[src/inc/kwd_pkg.sv]
package kwd_pkg;
  // register bus geometry
  localparam int ADDR_W = 4;
  localparam int DATA_W = 8;
  // register offsets
  localparam logic [3:0] OFF_WDOG_CFG = 4'h0;
  localparam logic [3:0] OFF_MISC = 4'h1;
  localparam logic [3:0] OFF_INT_STAT = 4'h2;
  localparam logic [3:0] OFF_INT_EN = 4'h3;
  localparam logic [3:0] OFF_INT_CLR = 4'h4;
  localparam logic [3:0] OFF_WDOG_STAT = 4'h5;
  // reset values
  localparam logic [7:0] WDOG_CFG_RESET = 8'h53;
  localparam logic [1:0] INT_EN_RESET = 2'h0;
  // enable key codes
  localparam logic [4:0] KEY_DISABLE = 5'h15;
  localparam logic [4:0] KEY_ENABLE = 5'h0a;
  // field positions
  localparam int MISC_FLAG_BIT = 0;
  localparam int WSTAT_TMO_BIT = 0;
  localparam int INT_TIMEOUT = 0;
  localparam int INT_KEYFAULT = 1;
  localparam int INT_W = 2;
  // divider chain and key fault delay in low-speed ticks
  localparam int DIV_W = 18;
  localparam logic [1:0] KEY_FAULT_TICKS = 2'h3;
  // divider tap exponents, indexed by the time-out select field
  localparam logic [4:0] TAP_EXP [8] = '{
    5'h08, 5'h0a, 5'h0c, 5'h0e, 5'h0f, 5'h10, 5'h11, 5'h12
  };

  typedef struct packed {
    logic [4:0] key;
    logic [2:0] sel;
  } kwd_wdog_cfg_t;

  typedef struct packed {
    logic [ADDR_W-1:0] addr;
    logic [DATA_W-1:0] wdata;
    logic wr;
    logic rd;
  } kwd_bus_t;

  typedef struct packed {
    logic clear_insn;
    logic halt;
    logic power_down;
    logic always_on;
  } kwd_cpu_t;
endpackage

[src/logic/kwd_watchdog.sv]
`timescale 1ns/1ps
// Summary of operation
// - counter runs from the low-speed rc clock, also during power-down
// - divider chain gives time-outs from 2^8 to 2^18 low-speed periods
// - select codes 0..7 pick 2^8,10,12,14,15,16,17,18
// - register-controlled mode: key 10101 stops the watchdog
// - register-controlled mode: key 01010 runs the watchdog
// - always-on mode: either legal key runs it, illegal keys still reset
// - illegal key resets the device after two to three low-speed periods
// - key-fault reset sets bit 0 of the misc control register
// - key-fault flag is cleared only by a software write of zero or by srst_in
// - misc control bits 7..1 always read zero
// - overflow in normal run gives a full reset and sets time-out flag
// - overflow in power-down sets time-out flag, resets only pc and sp
// - key-fault reset, clear instruction or halt zero the count
// - every reset but power-down wake-up reloads control with 0x53
module kwd_watchdog (
  input wire logic sys_clk_in,
  input wire logic srst_in,
  input wire logic slow_clk_in,
  input wire kwd_pkg::kwd_cpu_t cpu_in,
  input wire kwd_pkg::kwd_bus_t bus_in,
  output logic [kwd_pkg::DATA_W-1:0] rdata_out,
  output logic chip_reset_out,
  output logic warm_reset_out,
  output logic timeout_flag_out,
  output logic key_fault_flag_out,
  output logic irq_out
);
  import kwd_pkg::*;

  // low-speed clock synchroniser and accepted level
  logic [2:0] slow_sync_r;
  logic [2:0] slow_sync_nxt;
  logic slow_lvl_r;
  logic slow_lvl_nxt;
  logic slow_tick;

  // watchdog core state
  kwd_wdog_cfg_t wcfg_r;
  kwd_wdog_cfg_t wcfg_nxt;
  logic [DIV_W-1:0] div_r;
  logic [DIV_W-1:0] div_nxt;
  logic [1:0] fault_cnt_r;
  logic [1:0] fault_cnt_nxt;
  logic tmo_flag_r;
  logic tmo_flag_nxt;
  logic kf_flag_r;
  logic kf_flag_nxt;
  logic chip_rst_r;
  logic warm_rst_r;

  // register file state
  logic [INT_W-1:0] int_stat_r;
  logic [INT_W-1:0] int_stat_nxt;
  logic [INT_W-1:0] int_en_r;
  logic [INT_W-1:0] int_en_nxt;
  logic [DATA_W-1:0] rdata_r;
  logic [DATA_W-1:0] rdata_nxt;

  // decoded conditions
  logic key_legal;
  logic wdog_on;
  logic [DIV_W-1:0] tap_mask;
  logic at_tap;
  logic clear_evt;
  logic fault_fire;
  logic ovf;
  logic full_rst;
  logic warm_rst;
  logic wr_cfg;
  logic wr_misc;
  logic wr_int_en;
  logic wr_int_clr;

  // the first stage feeds only the second; an edge counts once the
  // second and third stages agree, so a metastable sample cannot tick
  always_comb begin
    slow_sync_nxt = {slow_sync_r[1:0], slow_clk_in};
    slow_lvl_nxt = slow_lvl_r;
    if (slow_sync_r[1] == slow_sync_r[2]) begin
      slow_lvl_nxt = slow_sync_r[2];
    end
  end

  // one-cycle enable per low-speed rising edge; a clock already high at
  // reset release gives one early tick, harmless as the count is zero
  assign slow_tick = (slow_sync_r[1] == slow_sync_r[2]) &&
                     slow_sync_r[2] && !slow_lvl_r;

  always_ff @(posedge sys_clk_in) begin
    if (srst_in) begin
      slow_sync_r <= 3'h0;
      slow_lvl_r <= 1'b0;
    end else begin
      slow_sync_r <= slow_sync_nxt;
      slow_lvl_r <= slow_lvl_nxt;
    end
  end

  // bus write decode
  assign wr_cfg = bus_in.wr && (bus_in.addr == OFF_WDOG_CFG);
  assign wr_misc = bus_in.wr && (bus_in.addr == OFF_MISC);
  assign wr_int_en = bus_in.wr && (bus_in.addr == OFF_INT_EN);
  assign wr_int_clr = bus_in.wr && (bus_in.addr == OFF_INT_CLR);

  // key check runs every cycle, not only on writes, so a key upset by
  // noise is caught as well as a bad software write
  assign key_legal = (wcfg_r.key == KEY_ENABLE) ||
                     (wcfg_r.key == KEY_DISABLE);
  assign wdog_on = cpu_in.always_on ? key_legal
                 : (wcfg_r.key == KEY_ENABLE);

  // mask of the chosen tap; exponent 18 shifts all ones out
  assign tap_mask = ~({DIV_W{1'b1}} << TAP_EXP[wcfg_r.sel]);
  assign at_tap = (div_r & tap_mask) == tap_mask;

  // fault fires on the third tick seen while illegal, which lands two to
  // three low-speed periods after the key went bad
  assign fault_fire = slow_tick && !key_legal &&
                      (fault_cnt_r == KEY_FAULT_TICKS - 2'h1);
  assign clear_evt = cpu_in.clear_insn || cpu_in.halt;
  // a clear in the overflow cycle wins: software was just in time
  assign ovf = slow_tick && wdog_on && at_tap && !clear_evt && !fault_fire;
  assign full_rst = fault_fire || (ovf && !cpu_in.power_down);
  assign warm_rst = ovf && cpu_in.power_down;

  // key fault tick counter
  always_comb begin
    fault_cnt_nxt = fault_cnt_r;
    if (key_legal || fault_fire) begin
      fault_cnt_nxt = 2'h0;
    end else if (slow_tick) begin
      fault_cnt_nxt = fault_cnt_r + 2'h1;
    end
  end

  // divider chain; a stopped watchdog is held at zero
  always_comb begin
    div_nxt = div_r;
    if (clear_evt || full_rst || !wdog_on) begin
      div_nxt = '0;
    end else if (ovf) begin
      div_nxt = '0;
    end else if (slow_tick) begin
      div_nxt = div_r + {{(DIV_W-1){1'b0}}, 1'b1};
    end
  end

  // control register: a full reset reloads it, a warm reset does not
  always_comb begin
    wcfg_nxt = wcfg_r;
    if (wr_cfg) begin
      wcfg_nxt = kwd_wdog_cfg_t'(bus_in.wdata);
    end
    if (full_rst) begin
      wcfg_nxt = kwd_wdog_cfg_t'(WDOG_CFG_RESET);
    end
  end

  // sticky flags: the key-fault set wins over a software clear in the same cycle; a clear event blocks ovf
  always_comb begin
    tmo_flag_nxt = tmo_flag_r;
    if (clear_evt) begin
      tmo_flag_nxt = 1'b0;
    end
    if (ovf) begin
      tmo_flag_nxt = 1'b1;
    end
    kf_flag_nxt = kf_flag_r;
    if (wr_misc) begin
      kf_flag_nxt = bus_in.wdata[MISC_FLAG_BIT];
    end
    if (fault_fire) begin
      kf_flag_nxt = 1'b1;
    end
  end

  always_ff @(posedge sys_clk_in) begin
    if (srst_in) begin
      wcfg_r <= kwd_wdog_cfg_t'(WDOG_CFG_RESET);
      div_r <= '0;
      fault_cnt_r <= 2'h0;
      tmo_flag_r <= 1'b0;
      kf_flag_r <= 1'b0;
      chip_rst_r <= 1'b0;
      warm_rst_r <= 1'b0;
    end else begin
      wcfg_r <= wcfg_nxt;
      div_r <= div_nxt;
      fault_cnt_r <= fault_cnt_nxt;
      tmo_flag_r <= tmo_flag_nxt;
      kf_flag_r <= kf_flag_nxt;
      chip_rst_r <= full_rst;
      warm_rst_r <= warm_rst;
    end
  end

  // interrupt status, enable and read-back
  always_comb begin
    int_stat_nxt = int_stat_r;
    if (wr_int_clr) begin
      int_stat_nxt = int_stat_r & ~bus_in.wdata[INT_W-1:0];
    end
    int_stat_nxt[INT_TIMEOUT] = int_stat_nxt[INT_TIMEOUT] | ovf;
    int_stat_nxt[INT_KEYFAULT] = int_stat_nxt[INT_KEYFAULT] | fault_fire;
    int_en_nxt = int_en_r;
    if (wr_int_en) begin
      int_en_nxt = bus_in.wdata[INT_W-1:0];
    end
  end

  // read data stand only in the cycle after the strobe
  always_comb begin
    rdata_nxt = '0;
    if (bus_in.rd) begin
      case (bus_in.addr)
        OFF_WDOG_CFG: rdata_nxt = wcfg_r;
        OFF_MISC: rdata_nxt = {7'h00, kf_flag_r};
        OFF_INT_STAT: rdata_nxt = {{(DATA_W-INT_W){1'b0}}, int_stat_r};
        OFF_INT_EN: rdata_nxt = {{(DATA_W-INT_W){1'b0}}, int_en_r};
        OFF_WDOG_STAT: rdata_nxt = {7'h00, tmo_flag_r};
        default: rdata_nxt = '0;
      endcase
    end
  end

  always_ff @(posedge sys_clk_in) begin
    if (srst_in) begin
      int_stat_r <= '0;
      int_en_r <= INT_EN_RESET;
      rdata_r <= '0;
    end else begin
      int_stat_r <= int_stat_nxt;
      int_en_r <= int_en_nxt;
      rdata_r <= rdata_nxt;
    end
  end

  // outputs
  assign rdata_out = rdata_r;
  assign chip_reset_out = chip_rst_r;
  assign warm_reset_out = warm_rst_r;
  assign timeout_flag_out = tmo_flag_r;
  assign key_fault_flag_out = kf_flag_r;
  assign irq_out = |(int_stat_r & int_en_r);
endmodule

[config.mk]
export PLATFORM = sky130hd
export DESIGN_NAME = kwd_watchdog
export DESIGN_NICKNAME = d
export VERILOG_FILES = /design/src/inc/kwd_pkg.sv /design/src/logic/kwd_watchdog.sv
export SDC_FILE = /design/constraint.sdc
export NUM_CORES = 1
export LEC_CHECK = 0
export ABC_AREA = 1
export BUFFER_PORTS_ARGS = -buffer_cell sky130_fd_sc_hd__buf_4
export CORE_MARGIN = 1.5
export CORE_UTILIZATION = 42
export DETAILED_ROUTE_END_ITERATION = 10
export SLEW_MARGIN = 20
export SYNTH_ARGS = -nofsm -noshare
export SYNTH_HDL_FRONTEND = slang
export SYNTH_SLANG_ARGS = --single-unit
[constraint.sdc]
create_clock -name sys_clk_in -period 3.58 [get_ports sys_clk_in]
set_clock_uncertainty 0.1 [all_clocks]
set_input_delay 0 -clock sys_clk_in [delete_from_list [all_inputs] [get_ports sys_clk_in]]
set_output_delay 0 -clock sys_clk_in [all_outputs]
set_load 0.01 [all_outputs]
-- After elaboration in Yosys (flattened, before gate mapping)
Memories as Yosys holds them, arrays and structs flattened.
Index checks and enable logic that the tools add are counted.
- flip-flop bits (word level): 48
- memory bits (read-only): 40
- bits of input ports: 21
- output and inout bits: 13
- word-level logic and storage cells: 80
- memories kept: 1
- memory list (memory ; words ; width ; read ports ; clocked after Yosys merged registers in ; wr ports ; RTL line ; source):
    (no name shown) ; 8 ; 5 ; 1 ; 0 ; 0 ; kwd_watchdog.sv:115 ; assign tap_mask = ~({DIV_W{1'b1}} << TAP_EXP[wcfg_r.sel]);
- add/subtract/negate cells: 2
- order comparisons: 1
- eq/ne operators: 10
- shift operators: 1
- multiplexer cells: 9
- bitwise gates (word level): 9
- reduce and logical (&&, ||, !) cells: 34
- operators by type and width (operator ; number):
    one-hot mux 8 bit (5 select lines) ; 1
    adder 18 x 1 -> 18 bit (second input constant) ; 1
    AND 18 bit ; 1
    == test 18 bit ; 1
    NOT 18 bit ; 1
    << shifter 18 x 5 -> 18 bit (first input constant) ; 1
    logical AND 1 bit ; 14
    two-way mux 5 bit ; 2
    == test 4 x 2 -> 1 bit (second input constant) ; 2
    == test 4 x 3 -> 1 bit (second input constant) ; 2
    OR reduction 2 bit ; 4
    logical NOT 1 bit ; 6
    logical OR 1 bit ; 6
    == test 5 x 4 -> 1 bit (second input constant) ; 1
    == test 5 bit (second input constant) ; 1
    two-way mux 1 bit ; 5
    AND 2 bit ; 2
    == test 4 x 1 -> 1 bit (second input constant) ; 1
    >= comparator 4 bit (second input constant) ; 1
    logical NOT 4 bit ; 1
    NOT 3 -> 4 bit ; 1
    nonzero test 2 bit ; 2
    OR reduction 3 bit ; 1
    adder 2 x 1 -> 2 bit (second input constant) ; 1
    6 further kinds ; 7

-- Depth between registers and ports, before layout
Gate-level depths: netlist (run 1).
- depth in word-level cells: 16
- gate-level depth with buffers: 13
- mapped depth without buffers: 12

-- Least setup slack after synthesis (run 1)
Ideal clock, no wire load.
- path kind: register -> register
- from: register wcfg_r[0] (netlist bit)
- to: register div_r[6]
- library setup time: 0.120 ns
- arrival: 1.560 ns
- required time: 3.360 ns
- setup slack: 1.800 ns
- stages on the path, launching flop included: 13
- buffers on the path: 1
- clock period less this slack: 1.780 ns
- cells stage by stage: dfxtp_1 -> inv_1 -> ha_1 -> nand2_2 -> o21ai_2 -> nand3_1 -> nand2_1 -> nand2_2 -> nor2_4 -> nand3_4 -> nand2_4 -> buf_12 -> a21oi_2
- longest elaborated chain between the ends: 16
- ends and longest elaborated chain (what ; RTL line ; source):
    start: declaration ; kwd_watchdog.sv:40 ; kwd_wdog_cfg_t wcfg_r;
    start signal: assignment ; kwd_watchdog.sv:181 ; wcfg_r <= kwd_wdog_cfg_t'(WDOG_CFG_RESET);
    start signal: assignment ; kwd_watchdog.sv:189 ; wcfg_r <= wcfg_nxt;
    NOT 3 -> 4 bit (implied by the code) * ; kwd_watchdog.sv:115 ;
    memory read (8 x 5 bit) * ; -- ;
    two-way mux 5 bit (implied by the code) * (2 in series) ; kwd_watchdog.sv:115 ;
    << shifter 18 x 5 -> 18 bit * ; kwd_watchdog.sv:115 ;
    NOT 18 bit * ; kwd_watchdog.sv:115 ;
    AND 18 bit ; kwd_watchdog.sv:116 ; assign at_tap = (div_r & tap_mask) == tap_mask;
    == test 18 bit * ; kwd_watchdog.sv:116 ;
    logical AND 1 bit * (3 in series) ; kwd_watchdog.sv:124 ; assign ovf = slow_tick && wdog_on && at_tap && !clear_evt && !fault_fire;
    logical AND 1 bit ; kwd_watchdog.sv:125 ; assign full_rst = fault_fire || (ovf && !cpu_in.power_down);
    logical OR 1 bit ; kwd_watchdog.sv:125 ;
    logical OR 1 bit (2 in series) ; kwd_watchdog.sv:141 ; if (clear_evt || full_rst || !wdog_on) begin
    OR reduction 3 bit (no line) * ; -- ;
    end signal: assignment ; kwd_watchdog.sv:190 ; div_r <= div_nxt;
    end: declaration ; kwd_watchdog.sv:42 ; logic [DIV_W-1:0] div_r;
Every way passes the cells marked *; elsewhere a longest branch is shown, timed or not. The select of a mux whose other input is x is not followed.
A chain may end at the register's enable or synchronous reset.

-- Worst setup path in the final report (run 1)
- from: input bus_in[10] (netlist bit)
- to: register int_en_r[1]
- longest elaborated chain between the ends: 2
- ends and longest elaborated chain (what ; RTL line ; source):
    start: declaration ; kwd_watchdog.sv:22 ; input wire kwd_pkg::kwd_bus_t bus_in,
    == test 4 x 2 -> 1 bit ; kwd_watchdog.sv:104 ; assign wr_int_en = bus_in.wr && (bus_in.addr == OFF_INT_EN);
    logical AND 1 bit ; kwd_watchdog.sv:104 ;
    end signal: assignment ; kwd_watchdog.sv:235 ; int_en_r <= int_en_nxt;
    end: declaration ; kwd_watchdog.sv:56 ; logic [INT_W-1:0] int_en_r;
No other way between the ends.

==> results of run 1 <==
cell usage after synthesis (3+ instances only):
cell,n
a21oi_1,11
a21oi_2,4
dfxtp_1,48
ha_1,6
inv_1,49
inv_2,3
mux2_2,4
nand2_1,76
nand2_2,3
nand3_1,24
nand4_1,10
nor2_1,39
nor2_2,9
nor3_1,14
o21ai_0,8
xnor2_1,3
worst reg2reg max path, stage by stage (launching register included):
cell	delay, ps
dfxtp_1	350
ha_1	170
inv_1	70
nor2_4	180
nand2_1	100
nor2_1	260
inv_1	220
a21oi_1	170
dlygate4sd3_1	550
sequential cells by signal, summed over array words and instances (netlist names):
name and flops:
int_stat_r 2, fault_cnt_r 2, timeout_flag_out 1, div_r 18
wcfg_r 8, slow_sync_r 3, warm_reset_out 1, chip_reset_out 1
rdata_out 8, slow_lvl_r 1, int_en_r 2, key_fault_flag_out 1
cell families after synthesis:
kind of cell | Yosys count | share of synthesized area
fa+ha+maj | 6 | 0.0312
xor+xnor | 5 | 0.0182
flops | 48 | 0.399
compound gates | 27 | 0.0655
buf+inv | 56 | 0.0946
mux | 5 | 0.0229
simple gates | 188 | 0.368
power breakdown:
group          leakage, nW  total, mW  switching (mW)  internal [mW]
Clock               0.0552      0.391           0.184          0.208
Combinational        0.850     0.0700          0.0342         0.0358
Sequential           0.388      0.540         0.00262          0.537
Total                 1.29       1.00           0.220          0.781
path summary, 6_finish.rpt:
path,to,slack [ps],depth (start not counted)
setup / recovery,int_en_r[1],1260,8
hold / removal,rdata_out[5],9,4
setup reg to reg,key_fault_flag_out,1360,8
hold reg to reg,slow_sync_r[1],310,2
cell type report:
type | instances | area, sq um
inverter | 52 | 195
clock buffer | 6 | 72.6
fill | 520 | 2490
multi-input combinational | 231 | 1220
timing repair buffer | 53 | 448
clock inverter | 2 | 35.0
tap | 72 | 90.1
sequential | 48 | 961
layer usage:
layer	wire length [um]	global-route usage	vias to the layer above
li1	-	-	1174
met1	2510	0.235	982
met2	2480	0.318	36
met3	145	0.0345	8
met4	76	0.0696	0
met5	0	0	-
stage by stage:
| step | hold slack [ps] | std cells | utilization |
|---|---|---|---|
| final | 8.78 | 464 | 0.548 |
| after detailed placement | 112 | 436 | 0.492 |
| after floorplan | 6.97 | 335 | - |
| after global placement | 100 | 436 | 0.492 |
| after CTS | 3.95 | 464 | 0.548 |
| after global routing | 43.7 | 464 | 0.548 |
==> results.toml, run 1 <==
[timing]
finalCritPeriodShare = 0.649
finalMaxSlewViolations = 0
fin_ws_ps = 1260
finalCriticalPeriod_ps = 2320
fmax_mhz = 430
worst_slew_pin_slew_ps = 493
finalSetupTns_ps = 0
timing.final.hold_violations = 0
max_slew_margin = 0.669
finalSetupViolCount = 0
rsz0062_at_grt = "no"

[clocking]
cts_max_level = 2
cts_setup_buffers = 0
clk_latency_ps = 300
cts_tree = "built"
numCtsBuffers = 5
cts-root-buf = "clkbuf_8"
cts.clk_slew.worst_paths_ps = 90
clockBufferDepth = 2
holdBufCountCts = 20
post_cts_resized = 0
numClockSinks = 48

[floorplan]
core_sq_mm = 0.00551
initial_core_util = 0.437
fp-row-count = 27
die_y_um = 78.7
die-area_sq_mm = 0.00619
die_width_um = 78.7
io_pins = 34

[yosys]
yosys-top-cells-area = "dfxtp_1 40%, nand2_1 12%, inv_1 7.6%"
netlist.area_leader.share = 0.399
synthFlopType = "dfxtp_1"
syn_area_sq_mm = 0.00241
syn_avg_cell_area_sq_um = 7.18
yosysWarnings = 0
synthArstFlopShare = 0
seq_area_frac_synth = 0.399
synth_cell_types = 35
synth-seq-cells = 48
synth_top_area_cell = "dfxtp_1"
netlist_instances = 335
synth_edf_count = 0
syn_nets = 362

[critical_path]
crit_family = "buffers and inverters"
startpoint_type = "input pin"
crit_start = "bus_in[10]"
crit_path_max_incr_delay_ps = 580
arrival_ps = 2470
path_cells = "dlygate4sd3_1 > buf_4 > inv_1 > nor3_1 > nand3_1 > dlygate4sd3_1 > a21oi_1 > dlygate4sd3_1"
cp_common_cell = "dlygate4sd3_1"
reg2reg_from = "slow_sync_r[1]"
cp_max_fo = 5
worstPathRequired_ps = 3730
crit_slowest_cell = "dlygate4sd3_1"
cp-end-kind = "register"
critical_path_class = "input pin to register"
path_buf_inv = 5

[global_route]
grt_pass1_vias = 2079
antenna_found_initial = 0
grt_use_total = 0.187
grt_pass1_wl_mm = 9.15
grt_max_degree = 16
grt_overflow_total = 0

[place]
io_buffers = 33
place_hpwl_mm = 3.91
gp_congestion = 0.819
dpl_worst_slack_ps = 1630
placed_cell_area_sq_mm = 0.00271

[cells_and_area]
fin_area_sq_mm = 0.00302
layout_commonest_cell = "nand2_1"
antenna_cells = 0
syn2layout_area_growth_pct = 25.5
final_nets = 418
final_cell_mix = "76 x nand2_1, 49 x inv_1, 48 x dfxtp_1"
drive_gt1_frac = 0.189

[routing]
firstDrtPassIters = 4
drtIter0Drc = 74
final_antenna_net_count = 0
route.vias.total = 2200
drc = 0
vias_per_cell = 4.74
wire_per_inst_um = 11.2
routed_wl_mm = 5.21

[min_path]
hold_path.class = "input pin to register"
hold_start = "bus_in[11]"

[pwr]
peakVddDrop_mv = 0.210
p_per_area_mw_per_mm2 = 332
p_total_mw = 1.00
p_leak_nw = 1.29

[run]
maxCapViolations = 0

[outcome]
status = "finished, final reports clean"
No activity file was read; power rests on OpenSTA's default activity.
==> run 2, diff against run 1 <==
ABC_AREA = 0   (was 1)
clock period = 2 ns   (was 3.58 ns; I/O delays follow)
==> results.toml, run 2 <==
[routing]
firstDrtPassIters = 4
final_antenna_net_count = 0
routed_wl_mm = 5.38
wire_per_inst_um = 13.5
drtIter0Drc = 145
drc = 0
vias_per_cell = 5.14
route.vias.total = 2050

[critical_path]
path_buf_inv = 2
crit_family = "compound AO/OA/AOI/OAI gates"
reg2reg_from = "wcfg_r[0]"
crit_slowest_cell = "a2111o_1"
path_cells = "inv_4 > ha_4 > and4b_1 > o311ai_1 > a2111o_1 > o21bai_4 > buf_12 > nor2_1"
cp_max_fo = 18
crit_path_max_incr_delay_ps = 450
arrival_ps = 2170
cp-end-kind = "register"
critical_path_class = "register to register"
worstPathRequired_ps = 2100
crit_start = "wcfg_r[0]"
startpoint_type = "register"

[place]
io_buffers = 33
place_hpwl_mm = 3.86
placed_cell_area_sq_mm = 0.00280
gp_congestion = 0.838

[pwr]
power.share.clock = 0.385
p_per_area_mw_per_mm2 = 566
switching_power_mw = 0.396
p_comb_frac = 0.082
p_leak_nw = 1.29
p_seq_frac = 0.533
swShare = 0.219
p_int_mw = 1.42
peakVddDrop_mv = 0.449

[timing]
finalSetupTns_ps = -1230
finalMaxSlewViolations = 0
finalCritPeriodShare = 1.04
timing.final.hold_violations = 0
holdWs_ps = 21.9
fin_ws_ps = -72.2
rsz0062_at_grt = "yes"
fmax_mhz = 483
finalCriticalPeriod_ps = 2070
max_slew_margin = 0.605
finalSetupViolCount = 23
worst_slew_pin_slew_ps = 588

[yosys]
synth_edf_count = 0
syn_avg_cell_area_sq_um = 9.16
netlist_instances = 251
synth_cell_types = 51
synth-seq-cells = 48
yosysWarnings = 0
syn_nets = 278
netlist.area_leader.share = 0.418
yosysMostFrequentCell = "dfxtp_1"
seq_area_frac_synth = 0.418
synth_top_area_cell = "dfxtp_1"
synth_top_cells_by_count = "48 x dfxtp_1, 34 x nor2_1, 13 x mux2i_1, 13 x nand2_1, 12 x a21oi_1"
synthFlopType = "dfxtp_1"
yosys-top-cells-area = "dfxtp_1 42%, mux2i_1 5.7%, nor2_1 5.5%"
synthArstFlopShare = 0
syn_area_sq_mm = 0.00230

[floorplan]
fp-row-count = 26
die_y_um = 77.0
initial_core_util = 0.442
die_width_um = 77.0
io_pins = 34
die-area_sq_mm = 0.00593
core_sq_mm = 0.00520

[clocking]
cts.clk_slew.worst_paths_ps = 90
clockBufferDepth = 2
cts_tree = "built"
clk_latency_ps = 310
numClockSinks = 48
cts-root-buf = "clkbuf_8"
cts_max_level = 2
numCtsBuffers = 5

[cells_and_area]
syn2layout_area_growth_pct = 39.3
largest_reg_flops = 18
fin_area_sq_mm = 0.00320
layout_commonest_cell = "buf_4"
final_cell_mix = "56 x buf_4, 46 x dfxtp_1, 31 x nor2_1"
final_nets = 355
antenna_cells = 0
max_flop_register = "div_r"
drive_gt1_frac = 0.289

[run]
maxCapViolations = 0

[global_route]
grt_overflow_total = 0
grt_pass1_wl_mm = 8.97
grt_max_degree = 20
antenna_found_initial = 0
grt_pass1_vias = 1898
grt_use_total = 0.188

[outcome]
status = "complete, but fails checks"
violations = "negative setup slack"

[min_path]
hold_path.class = "input pin to register"
hold_start = "bus_in[10]"
==> run 2: stage by stage <==
step	power, mW	setup WS [ps]	std cells	util
after floorplan	1.04	-111	251	-
after global placement	1.10	-167	370	0.539
after detailed placement	1.10	-156	370	0.539
after CTS	1.82	-101	398	0.601
after global routing	1.88	-127	399	0.615
final	1.81	-72.2	399	0.615
==> run 2: tightest hold or removal path, stage by stage <==
cell	delay [ps]
buf_4	130
a211oi_1	80
a21oi_1	110
nor4b_1	60
==> run 2: cell type report <==
| type | instances | area, sq um |
|---|---|---|
| Fill cell | 462 | 2000 |
| Inverter | 8 | 32.5 |
| Multi-Input combinational cell | 187 | 1360 |
| Clock inverter | 2 | 35.0 |
| Tap cell | 70 | 87.6 |
| Clock buffer | 6 | 72.6 |
| Sequential cell | 48 | 963 |
| Timing Repair Buffer | 78 | 652 |
==> run 2: power groups by stage <==
stage	Sequential, mW	Combinational, mW	Clock, mW
floorplan	0.988	0.0537	0
global placement	0.988	0.113	0
detailed placement	0.988	0.113	0
CTS	0.966	0.143	0.713
global route	0.967	0.159	0.751
finish	0.966	0.148	0.698
==> run 2: final timing paths <==
path | end | slack (ps) | cells past startpoint
min | rdata_out[0] | 20 | 4
min reg2reg | slow_sync_r[1] | 360 | 1
max | div_r[7] | -70 | 8
max reg2reg | div_r[7] | -70 | 8
==> run 2: logic make-up after synthesis <==
| family | count (synthesis) | synth area share |
|---|---|---|
| multiplexers | 14 | 0.0615 |
| XOR/XNOR | 17 | 0.0647 |
| buffers and inverters | 16 | 0.0364 |
| AND/OR/NAND/NOR | 117 | 0.276 |
| adder cells (fa/ha/maj) | 6 | 0.0326 |
| flip-flops | 48 | 0.418 |
| AO/OA/AOI/OAI | 33 | 0.111 |
==> run 2: what timing repair did <==
action,in CTS,in global routing
pin swaps,4,5
buffers inserted,0,1
hold endpoints to repair,24,0
hold buffers,20,0
setup endpoints to repair,29,29
resized for setup,4,15
==> run 2: layer usage <==
layer,part of all wire,wire length (um),track usage,vias to the layer above
met4,0.010,56,0.0655,0
met1,0.50,2710,0.258,923
li1,-,-,-,1064
met5,0,0,0,-
met3,0.044,238,0.0393,7
met2,0.44,2380,0.294,56
==> run 3, diff against run 2 <==
CORE_ASPECT_RATIO = 0.5   (was unset)
==> results.toml, run 3 (synthesized netlist as in run 2, its figures left out) <==
[timing]
rsz0062_at_grt = "yes"
fmax_mhz = 478
finalCritPeriodShare = 1.05
finalCriticalPeriod_ps = 2090
timing.final.hold_violations = 0
worst_slew_pin_slew_ps = 616
finalMaxSlewViolations = 0
holdWs_ps = 34.7
max_slew_margin = 0.588
fin_ws_ps = -93.4
finalSetupTns_ps = -1690
finalSetupViolCount = 26

[critical_path]
arrival_ps = 2190
crit_slowest_cell = "a2111o_1"
path_cells = "inv_4 > ha_4 > and4b_1 > o311ai_1 > a2111o_1 > o21bai_4 > buf_12 > nor2_1"
crit_path_max_incr_delay_ps = 450
worstPathRequired_ps = 2100
critical_path_class = "register to register"
reg2reg_slack_ps = -90
path_buf_inv = 2
startpoint_type = "register"
cp_max_fo = 18
crit_family = "compound AO/OA/AOI/OAI gates"
r2r_cells = 8
reg2reg_from = "wcfg_r[0]"
crit_start = "wcfg_r[0]"
cp-end-kind = "register"
worstReg2RegEnd = "div_r[4]"

[clocking]
clk_latency_ps = 310
cts_max_level = 2
numCtsBuffers = 5
numClockSinks = 48
cts-root-buf = "clkbuf_8"
clockBufferDepth = 2
cts_tree = "built"
cts.clk_slew.worst_paths_ps = 100

[floorplan]
io_pins = 34
fp-row-count = 18
initial_core_util = 0.452
core_sq_mm = 0.00509
die_y_um = 55.3
die_width_um = 108
die-area_sq_mm = 0.00596

[pwr]
switching_power_mw = 0.404
p_seq_frac = 0.530
p_comb_frac = 0.078
p_per_area_mw_per_mm2 = 577
p_leak_nw = 1.29
peakVddDrop_mv = 0.343
power.share.clock = 0.392
swShare = 0.222
p_int_mw = 1.42

[routing]
routed_wl_mm = 5.34
vias_per_cell = 5.21
wire_per_inst_um = 13.5
drc = 0
firstDrtPassIters = 4
drtIter0Drc = 61
route.vias.total = 2069
final_antenna_net_count = 0

[cells_and_area]
regArea_sq_um = 963
fill_cells = 444
multiInputGateArea_sq_mm = 0.00133
fin_area_sq_mm = 0.00316
largest_reg_flops = 18
antenna_cells = 0
drive_gt1_frac = 0.269
syn2layout_area_growth_pct = 37.2
max_flop_register = "div_r"
final_cell_mix = "56 x buf_4, 46 x dfxtp_1, 33 x nor2_1"
final_nets = 353
postLayoutCoreUtil = 0.620
layout_commonest_cell = "buf_4"

[min_path]
hold_path.class = "input pin to register"
hold-path-cell-count = 3
hold_start = "bus_in[10]"
holdPathEnd = "rdata_out[2]"

[global_route]
grt_max_degree = 20
antenna_found_initial = 0
grt_use_total = 0.195
grt_overflow_total = 0
grt_pass1_vias = 1930
grt_pass1_wl_mm = 9.14

[place]
gp_congestion = 0.905
placed_cell_area_sq_mm = 0.00278
io_buffers = 33
place_hpwl_mm = 3.94
dpl_worst_slack_ps = -122

[outcome]
status = "complete, but fails checks"
violations = "negative setup slack"

[run]
maxCapViolations = 0
run 3: cell types whose count changed in the layout (fill, tap and decap cells not counted), moves of 2 or more:
cell      delta
nand3_1      +4
nand3_2      -4
a21oi_1      +2
a21oi_2      -2
clkinv_4     +2
nor2_1       +2
nor2_2       -2
run 3: worst max path at each step:
stage | to | cells after the start
2_1_floorplan | div_r[12] | 9
3_5_place_dp | chip_reset_out | 7
3_3_place_gp | wcfg_r[1] | 7
6_report | div_r[4] | 8
5_1_grt | div_r[4] | 8
4_1_cts | chip_reset_out | 7
run 3: what timing repair did:
action	4_1_cts	5_1_grt
pin swaps	10	5
gates resized for setup	7	2
hold endpoints to repair	24	0
hold buffers	20	0
buffers inserted	2	1
endpoints found under the setup margin	29	32
run 3: metrics by stage:
stage,power [mW],std cells
after CTS,1.84,397
after global placement,1.10,367
after floorplan,1.04,251
after detailed placement,1.10,367
final,1.82,397
after global routing,1.90,397
run 3: layout make-up:
cell class	count	area share
inverter	8	0.0103
multi-input combinational	187	0.420
tap	70	0.0278
clock inverter	3	0.0151
timing repair buffer	76	0.200
clock buffer	5	0.0218
sequential	48	0.305
run 3: routing by layer:
layer / share of wire / vias to the layer above / GRT usage
met4: 0.016 / 0 / 0.0752
met1: 0.53 / 971 / 0.270
met3: 0.032 / 10 / 0.0472
met5: 0 / - / 0
li1: - / 1052 / -
met2: 0.43 / 36 / 0.291
run 3: worst reg2reg max path, delay by kind of cell (launching register included):
kind,cells,cell delay (ps)
adder cells (fa/ha/maj),1,280
AND/OR/NAND/NOR,2,310
AO/OA/AOI/OAI,3,730
flip-flops,1,360
buffers and inverters,2,210
run 3: power groups by stage:
stage	sequential, mW	combinational (mW)	clock, mW
after floorplan	0.988	0.0537	0
after global placement	0.988	0.109	0
after detailed placement	0.988	0.110	0
after CTS	0.966	0.140	0.733
after global routing	0.968	0.154	0.780
final	0.966	0.141	0.715
